### src/spi_master_pkg.sv
// Package with constants, carrier structs and state layout of the serial port.
package spi_master_pkg;

  // ----------------------------------------------------------------------
  // Constants
  // ----------------------------------------------------------------------
  localparam int unsigned DATA_W = 8;
  // Half serial clock periods in core cycles for each rate select code.
  localparam logic [7:0] HALF_RATE0 = 8'h02;
  localparam logic [7:0] HALF_RATE1 = 8'h04;
  localparam logic [7:0] HALF_RATE2 = 8'h08;
  localparam logic [7:0] HALF_RATE3 = 8'h10;
  localparam logic [3:0] LAST_EDGE = 4'hf;
  localparam logic [7:0] BYTE_RESET = 8'h00;
  localparam logic [1:0] SELECT_IDLE = 2'h3;

  // ----------------------------------------------------------------------
  // Types
  // ----------------------------------------------------------------------
  // The closing state gives the synchronised master-in line one more cycle
  // to show the last bit at the fastest rate.
  typedef enum logic [2:0] {
    ST_IDLE = 3'b001,
    ST_XFER = 3'b010,
    ST_LAST = 3'b100
  } xfer_state_e;

  typedef struct packed {
    logic rate_select_high;
    logic rate_select_low;
    logic clock_idle_polarity;
    logic clock_capture_phase;
    logic master_select_bit;
    logic port_enable_bit;
    logic transfer_irq_enable;
  } ctrl_s;

  typedef struct packed {
    logic transfer_complete_flag;
    logic write_collision_flag;
    logic mode_fault_flag;
  } status_s;

  typedef struct packed {
    xfer_state_e fsm;
    ctrl_s       ctrl;
    status_s     stat;
    logic        sr_seen;
    logic        mode_fault_flag_armed;
    logic [7:0]  shreg;
    logic [7:0]  rxbuf;
    logic        sample;
    logic [7:0]  half_cnt;
    logic [3:0]  edge_cnt;
    logic        sck;
    logic [1:0]  ss_sync;
    logic [1:0]  miso_sync;
  } port_state_s;

  localparam ctrl_s CTRL_RESET = '0;
  localparam status_s STAT_RESET = '0;

  // Half period of the serial clock for the two rate select bits.
  function automatic logic [7:0] rate_half(input logic hi, input logic lo);
    case ({hi, lo})
      2'b00:   rate_half = HALF_RATE0;
      2'b01:   rate_half = HALF_RATE1;
      2'b10:   rate_half = HALF_RATE2;
      default: rate_half = HALF_RATE3;
    endcase
  endfunction : rate_half

endpackage : spi_master_pkg

### src/spi_master_transfer.sv
// Master mode serial peripheral port: control, status, shifter and clocking.
//
// Overview of operation
// - Each byte shifts out on master-out while one shifts in on master-in.
// - Bits travel most significant first in both directions.
// - As master the port makes the serial clock and drives it out.
// - Two rate select bits choose one of four serial bit rates.
// - Polarity and phase bits choose one of four clock/data relationships.
// - Master and enable bits stay set only while slave select is high.
// - As master, master-out is an output and master-in an input.
// - Writing the data byte loads the shifter and starts a transfer.
// - Completion of a byte sets the transfer complete flag.
// - Interrupt only when enable is set and the cpu mask is clear.
// - At completion the received byte is copied to the receive buffer.
// - Reading data returns the buffered byte, not the live shifter.
// - Complete flag clears by status access then data read or write.
// - Data writes are ignored while complete flag set until status read.
// - Polarity sets the serial clock idle level whenever no data moves.
// - Slave select low as master sets mode fault, drops enable and master.
// - Data write while bits shift is lost, flagged, transfer goes on.

`timescale 1ns/100ps

module spi_master_transfer (
  input  wire logic                   core_clk_in,        // Core clock.
  input  wire logic                   reset_in,           // Async reset.
  input  wire logic                   ctrl_wr_in,         // Control write.
  input  wire spi_master_pkg::ctrl_s  ctrl_in,            // Control value.
  output spi_master_pkg::ctrl_s       ctrl_out,           // Control state.
  input  wire logic                   status_access_in,   // Status access.
  output spi_master_pkg::status_s     status_out,         // Status flags.
  input  wire logic                   data_wr_in,         // Data write.
  input  wire logic                   data_rd_in,         // Data read.
  input  wire logic [7:0]             data_in,            // Write byte.
  output logic [7:0]                  data_out,           // Received byte.
  input  wire logic                   cpu_irq_mask_in,    // Global mask.
  output logic                        irq_out,            // Interrupt.
  output logic                        busy_out,           // Transfer on.
  output logic                        sck_out,            // Serial clock.
  output logic                        sck_oe_out,         // Clock enable.
  output logic                        mosi_out,           // Master out.
  output logic                        mosi_oe_out,        // Out enable.
  input  wire logic                   miso_in,            // Master in pin.
  input  wire logic                   slave_select_n_in   // Select pin.
);

  // ----------------------------------------------------------------------
  // State and next state
  // ----------------------------------------------------------------------
  spi_master_pkg::port_state_s s;
  spi_master_pkg::port_state_s next_s;
  logic                        start;
  logic                        done;
  logic                        collide;
  logic                        blocked;
  logic                        last_half;
  logic                        is_sample;
  logic [7:0]                  new_byte;

  always_comb begin
    next_s    = s;
    start     = 1'b0;
    done      = 1'b0;
    collide   = 1'b0;
    new_byte  = s.shreg;
    is_sample = (s.edge_cnt[0] == s.ctrl.clock_capture_phase);
    last_half = (s.half_cnt == 8'(spi_master_pkg::rate_half(
                  s.ctrl.rate_select_high, s.ctrl.rate_select_low) - 8'h01));
    blocked   = s.stat.transfer_complete_flag && !s.sr_seen;
    next_s.ss_sync   = {s.ss_sync[0], slave_select_n_in};
    next_s.miso_sync = {s.miso_sync[0], miso_in};

    if (status_access_in) begin
      if (s.stat.transfer_complete_flag || s.stat.write_collision_flag) begin
        next_s.sr_seen = 1'b1;
      end
      if (s.stat.mode_fault_flag) begin
        next_s.mode_fault_flag_armed = 1'b1;
      end
    end
    if ((data_rd_in || data_wr_in) && s.sr_seen) begin
      next_s.stat.transfer_complete_flag = 1'b0;
      next_s.stat.write_collision_flag   = 1'b0;
      next_s.sr_seen                     = 1'b0;
    end

    if (ctrl_wr_in) begin
      next_s.ctrl = ctrl_in;
      if (s.stat.mode_fault_flag && !s.mode_fault_flag_armed) begin
        next_s.ctrl.master_select_bit = 1'b0;
        next_s.ctrl.port_enable_bit   = 1'b0;
      end
      if (s.mode_fault_flag_armed) begin
        next_s.stat.mode_fault_flag = 1'b0;
        next_s.mode_fault_flag_armed           = 1'b0;
      end
    end

    if (data_wr_in) begin
      if (s.fsm == spi_master_pkg::ST_XFER) begin
        collide = 1'b1;
        next_s.stat.write_collision_flag = 1'b1;
      end else if (!blocked
                   && s.fsm == spi_master_pkg::ST_IDLE) begin
        // A write in the closing cycle is dropped, as only ST_IDLE accepts it.
        next_s.shreg = data_in;
        if (s.ctrl.master_select_bit && s.ctrl.port_enable_bit) begin
          start           = 1'b1;
          next_s.fsm      = spi_master_pkg::ST_XFER;
          next_s.half_cnt = 8'h00;
          next_s.edge_cnt = 4'h0;
        end
      end
    end

    case (s.fsm)
      spi_master_pkg::ST_XFER: begin
        next_s.half_cnt = 8'(s.half_cnt + 8'h01);
        // Master-in is read one cycle after each capture edge: with two
        // sync stages the bit set up a half period earlier only shows then.
        if (s.half_cnt == 8'h00 && !is_sample) begin
          next_s.sample = s.miso_sync[1];
        end
        if (last_half) begin
          next_s.half_cnt = 8'h00;
          next_s.sck      = !s.sck;
          next_s.edge_cnt = 4'(s.edge_cnt + 4'h1);
          if (!is_sample && !(s.ctrl.clock_capture_phase
                              && s.edge_cnt == 4'h0)) begin
            next_s.shreg = {s.shreg[6:0], s.sample};
          end
          if (s.edge_cnt == spi_master_pkg::LAST_EDGE) begin
            next_s.fsm = spi_master_pkg::ST_LAST;
          end
        end
      end
      spi_master_pkg::ST_LAST: begin
        if (s.ctrl.clock_capture_phase) begin
          new_byte = {s.shreg[6:0], s.miso_sync[1]};
        end
        done         = 1'b1;
        next_s.shreg = new_byte;
        next_s.rxbuf = new_byte;
        next_s.fsm   = spi_master_pkg::ST_IDLE;
        next_s.stat.transfer_complete_flag = 1'b1;
      end
      spi_master_pkg::ST_IDLE: begin
        next_s.sck = next_s.ctrl.clock_idle_polarity;
      end
      default: begin
        next_s.fsm = spi_master_pkg::ST_IDLE;
      end
    endcase

    if (s.ctrl.master_select_bit && !s.ss_sync[1]) begin
      next_s.stat.mode_fault_flag   = 1'b1;
      next_s.ctrl.master_select_bit = 1'b0;
      next_s.ctrl.port_enable_bit   = 1'b0;
      next_s.fsm                    = spi_master_pkg::ST_IDLE;
      next_s.sck                    = s.ctrl.clock_idle_polarity;
    end
  end

  always_ff @(posedge core_clk_in or posedge reset_in) begin
    if (reset_in) begin
      s <= '{fsm: spi_master_pkg::ST_IDLE,
             ctrl: spi_master_pkg::CTRL_RESET,
             stat: spi_master_pkg::STAT_RESET,
             shreg: spi_master_pkg::BYTE_RESET,
             rxbuf: spi_master_pkg::BYTE_RESET,
             ss_sync: spi_master_pkg::SELECT_IDLE,
             default: '0};
    end else begin
      s <= next_s;
    end
  end

  // ----------------------------------------------------------------------
  // Outputs
  // ----------------------------------------------------------------------
  assign ctrl_out    = s.ctrl;
  assign status_out  = s.stat;
  assign data_out    = s.rxbuf;
  assign busy_out    = (s.fsm != spi_master_pkg::ST_IDLE);
  assign sck_out     = s.sck;
  assign sck_oe_out  = s.ctrl.master_select_bit && s.ctrl.port_enable_bit;
  assign mosi_out    = s.shreg[7];
  assign mosi_oe_out = sck_oe_out;
  assign irq_out     = s.ctrl.transfer_irq_enable && !cpu_irq_mask_in
                       && (s.stat.transfer_complete_flag
                           || s.stat.mode_fault_flag);
endmodule : spi_master_transfer

### config.mk
export PLATFORM = sky130hd
export DESIGN_NAME = spi_master_transfer
export DESIGN_NICKNAME = d
export VERILOG_FILES = /design/src/spi_master_pkg.sv /design/src/spi_master_transfer.sv
export SDC_FILE = /design/constraint.sdc
export NUM_CORES = 1
export LEC_CHECK = 0
export ABC_AREA = 0
export BUFFER_PORTS_ARGS = -buffer_cell sky130_fd_sc_hd__buf_2
export CAP_MARGIN = 15
export CORE_ASPECT_RATIO = 0.9
export CORE_MARGIN = 8
export CORE_UTILIZATION = 55
export CTS_CLUSTER_SIZE = 25
export DETAILED_ROUTE_END_ITERATION = 6
export PLACE_DENSITY = 0.78
export SYNTH_ARGS = -nofsm -noshare
export SYNTH_HDL_FRONTEND = slang
export SYNTH_SLANG_ARGS = --single-unit
export TNS_END_PERCENT = 30
### constraint.sdc
create_clock -name core_clk_in -period 2.8 [get_ports core_clk_in]
set_input_delay 0.56 -clock core_clk_in [delete_from_list [all_inputs] [get_ports core_clk_in]]
set_output_delay 0.56 -clock core_clk_in [all_outputs]
set_load 0.01 [all_outputs]
### Yosys cells after proc, flatten, opt, wreduce, memory -nomap -nowiden

Cells that the tools add are included.

* register bits after elaboration: 49
* output and inout bits: 24
* logic and storage cells: 113

* add/subtract/negate cells: 3
* equal/unequal tests: 10
* mux-type cells: 40
* reduce and logical (&&, ||, !) cells: 39

Operators by type and width (count)
* 12-bit two-way mux: 5
* 8-bit two-way mux: 6
* 3-bit two-way mux: 7
* 8-bit one-hot mux with 2 select lines: 1
* 2-bit nonzero test: 8
* 5-bit one-hot mux with 3 select lines: 1
* 13-bit two-way mux: 1
* 1-bit two-way mux: 12
* 1-bit logical AND: 11
* 8-bit by 1-bit adder with 8-bit output, second input constant: 1
* 8-bit == test: 1
* 1-bit logical NOT: 8
* 8-bit logical NOT: 1
* 2-bit two-way mux: 4
* 2-bit AND reduction: 4
* 8-bit by 1-bit subtractor with 8-bit output, second input constant: 1
* 3-bit one-hot mux with 2 select lines: 1
* 5-bit two-way mux: 1
* 4-bit by 1-bit adder with 4-bit output, second input constant: 1
* 4-bit == test, second input constant: 1
* 4-bit logical NOT: 1
* 3-bit by 1-bit == test with 1-bit output, second input constant: 1
* 3-bit by 2-bit == test with 1-bit output, second input constant: 1
* 3-bit == test, second input constant: 1
* 10 further kinds: 12

### Depth between registers and ports, before layout

* depth in word-level cells: 11
* gate-level depth with buffers: 7

### Least setup slack after synthesis

No wires, ideal clock.

* kind: reg2reg
* start point: register s[46] in the netlist's numbering
* end point: register s[11] in the netlist's numbering
* data arrival time: 1.872 ns
* slack: 0.802 ns
* cell stages (with the launch flop): 6
* cells stage by stage: dfstp_2 -> nor3b_1 -> inv_1 -> nor4b_4 -> nor2_1 -> a221o_1

* longest elaborated chain between the ends: 4
* elaborated cells on any way between the ends: 10
* classes of those cells: eq/ne: 2; mux: 3; reduce/logical: 5

Ends and longest elaborated chain
* start: declaration: RTL line spi_master_transfer.sv:50 `spi_master_pkg::port_state_s s;`
* start signal: assignment: RTL line spi_master_transfer.sv:166 `s <= '{fsm: spi_master_pkg::ST_IDLE,`
* start signal: assignment: RTL line spi_master_transfer.sv:174 `s <= next_s;`
* 3-bit by 2-bit == test with 1-bit output or 3-bit by 1-bit == test with 1-bit output (tied branches): RTL line spi_master_transfer.sv:100, spi_master_transfer.sv:116, spi_master_transfer.sv:104
* 12-bit two-way mux or 1-bit logical AND (tied branches)
* 12-bit two-way mux or 2-bit nonzero test (tied branches)
* 12-bit two-way mux or 3-bit AND reduction (tied branches)

Parallel ways exist; a longest one is shown, timed or not. The select of a mux whose other input is x is not followed.
A chain may end at the register's enable or synchronous reset.

### Final worst setup path

Ends and elaborated chain as after synthesis.

==> results_dict.tcl <==
set metrics [dict create \
    nets 312 \
    via_per_inst 5.697 \
    synth_top_cell_by_area "dfrtp_1" \
    ant_nets 0 \
    core_area_um2 4489 \
    path_class "flip-flop to flip-flop" \
    synth.area.top_cells "dfrtp_1, buf_4, nand2_1" \
    cts_hold_buf 0 \
    cp_max_fo 8 \
    synth_warnings 0 \
    synth_flop_cell "dfrtp_1" \
    design_area_um2 2814 \
    cpMaxStageDelayCell "dfstp_2" \
    dp_hpwl_um 4170 \
    irDropWorstVdd_mv 0.5584 \
    endpoint_kind "flip-flop" \
    synth-seq-area-share_pct 47.76 \
    track_usage_pct 16.73 \
    htreeDepth 2 \
    r2r_setup_slack_ps 600 \
    synthDistinctLibCells 46 \
    slew_viol_final 0 \
    dp.cells 339 \
    path_cells "nor3b_1 > inv_1 > nor4b_4 > nor2_1 > a221o_1" \
    io_pins 48 \
    skew_ps 8.204 \
    fill_cells 395 \
    arrival_ps 2380 \
    die_height_um 80.91 \
    status "finished, final reports clean" \
    placed_area_um2 2706 \
    initial_utilization_pct 57.36 \
    first_pass_iters 5 \
    synth-edff-count 0 \
    ys_ff_latch 49 \
    rows 23 \
    grt_max_degree 29 \
    worstMarginPinSlew_ps 602.9 \
    cts_buffer_depth 2 \
    multi_input_area_um2 1077 \
    dieArea_um2 7130 \
    fin_cells 347 \
    wl_per_cell_um 16.11 \
    synth_area_um2 2575 \
    post_cts_buffers 0 \
    syn_nets 282 \
    area_delta_synth_final_pct 9.281 \
    cp_slowest_stage_delay_ps 560 \
    p_leak_nw 1.383 \
    numCtsBuffers 5 \
    antenna_found_initial 0 \
    rsz0062_at_grt "false" \
    cts.repair.resized 0 \
    hold_path.class "input port to asynchronous set/reset pin" \
    clock_sinks 49 \
    setup_tns_ps 0 \
    max_freq_ghz 0.4547 \
    max_cap_viol_count 0 \
    io_buffers 47 \
    drt_iter0_markers 149 \
    diodes 0 \
    power_density_nw_per_um2 755.3 \
    clock_tree.root_cell "clkbuf_8" \
    regArea_um2 1230 \
    synth.top_cell.area_share_pct 44.70 \
    drive_above_1_share_pct 26.32 \
    gp_congestion 0.8025 \
    synth.most_common_cell "dfrtp_1" \
    cts_tree "yes" \
    async_flop_share_pct 100.0 \
    power_mw 2.125 \
    min_period_over_period_pct 78.54 \
    grt_pass1_wl_um 9404 \
    critPathBufInv 1 \
    dieWidth_um 88.13 \
    drc 0 \
    relSlewSlack_pct 59.63 \
    worstSkewPairLatency_ps 300 \
    ys_top_cells_by_count "dfrtp_1, nand2_1, o21ai_0" \
    min_period_ps 2199 \
    cp_top_family "simple AND/OR/NAND/NOR gates" \
    required_ps 2980 \
    drt-total-wl_um 5590 \
    grt-ovfl-total 0 \
    synth.avg_cell_area_um2 10.14 \
    synthCells 254 \
    cp-start-kind "flip-flop" \
    cts.clk_slew.worst_paths_ps 90 \
    finalHoldViolations 0 \
    setup_viol 0 \
    vias 1977 \
    grt_pass1_vias 1992 \
]
-- worst reg2reg max path: cells and delay by family (launching register included) --
family	cells	cell delay (ps)
AND/OR/NAND/NOR	3	950
AO/OA/AOI/OAI	1	400
flip-flops	1	560
buffers and inverters	1	170
-- layout by cell type (no fill, tap or decap), types with 2 or more instances in the layout --
cell / n
a22o_1: 2
nor2b_1: 2
buf_4: 3
nand2b_1: 6
nand2_1: 30
dfrtp_1: 46
ha_1: 4
buf_2: 47
nor2_1: 10
a21oi_1: 7
inv_1: 16
o21ai_0: 22
a31oi_1: 2
nor3_1: 5
and3_1: 3
nand3_1: 11
xnor2_1: 2
mux2_2: 6
o211ai_1: 9
a222oi_1: 7
clkbuf_8: 5
mux2i_1: 10
dfstp_2: 3
nor3b_1: 2
-- power by group --
part / switching, mW / leakage, nW / internal [mW]
registers: 0.218 / 0.619 / 0.878
logic: 0.287 / 0.709 / 0.252
clock network: 0.225 / 0.0552 / 0.265
total: 0.730 / 1.38 / 1.40
-- sequential cells by signal, summed over array words and instances, names as in the netlist --
name	count
data_out	8
next_s	2
ctrl_out	7
sck_out	1
s	27
status_out	3
mosi_out	1
-- cell type report --
class / instances / area share, %
Clock buffer: 6 / 2.579
Inverter: 17 / 2.268
Tap cell: 62 / 2.757
Multi-Input combinational cell: 161 / 38.28
Sequential cell: 49 / 43.71
Timing Repair Buffer: 50 / 9.160
Clock inverter: 2 / 1.245
-- final timing paths --
path | from | endpoint | cells past startpoint
setup / recovery | s[46] | s[11] | 5
hold / removal | reset_in | s[32] | 2
setup reg to reg | s[46] | s[11] | 5
hold reg to reg | next_s[1] | s[1] | 0
max in group asynchronous | reset_in | s[3] | 3
min in group core_clk_in | next_s[1] | s[1] | 0
-- per-stage QoR --
stage / utilization [%] / hold slack (ps) / setup slack [ps]
after CTS: 62.68 / 268.3 / 623.9
after global placement: 60.28 / 332.1 / 698.1
after detailed placement: 60.28 / 338.1 / 648.2
final: 62.68 / 259.1 / 600.8
after floorplan: - / 331.2 / 801.7
after global routing: 62.68 / 286.7 / 389.4
-- per-layer routing --
layer  share of wire, %  GRT usage [%]  wire, um  up-vias
met5                  0              0         0        -
li1                   -              -         -      945
met4               0.97          5.902        54        0
met3                7.7          4.435       433        7
met1                 43          21.36      2423      968
met2                 48          26.90      2679       57
-- cell families (layout without fill, tap and decap cells) --
group	Yosys count	after routing	synth area share, %
adders and majority gates	4	4	1.944
xor gates and xnor gates	3	3	1.021
AOI/OAI and AO/OA	57	57	15.50
DFF	49	49	47.76
muxes	16	16	6.511
and+or+nand+nor	81	81	16.86
buffers and inverters	44	75	10.40
(Power assumes the default switching activity.)
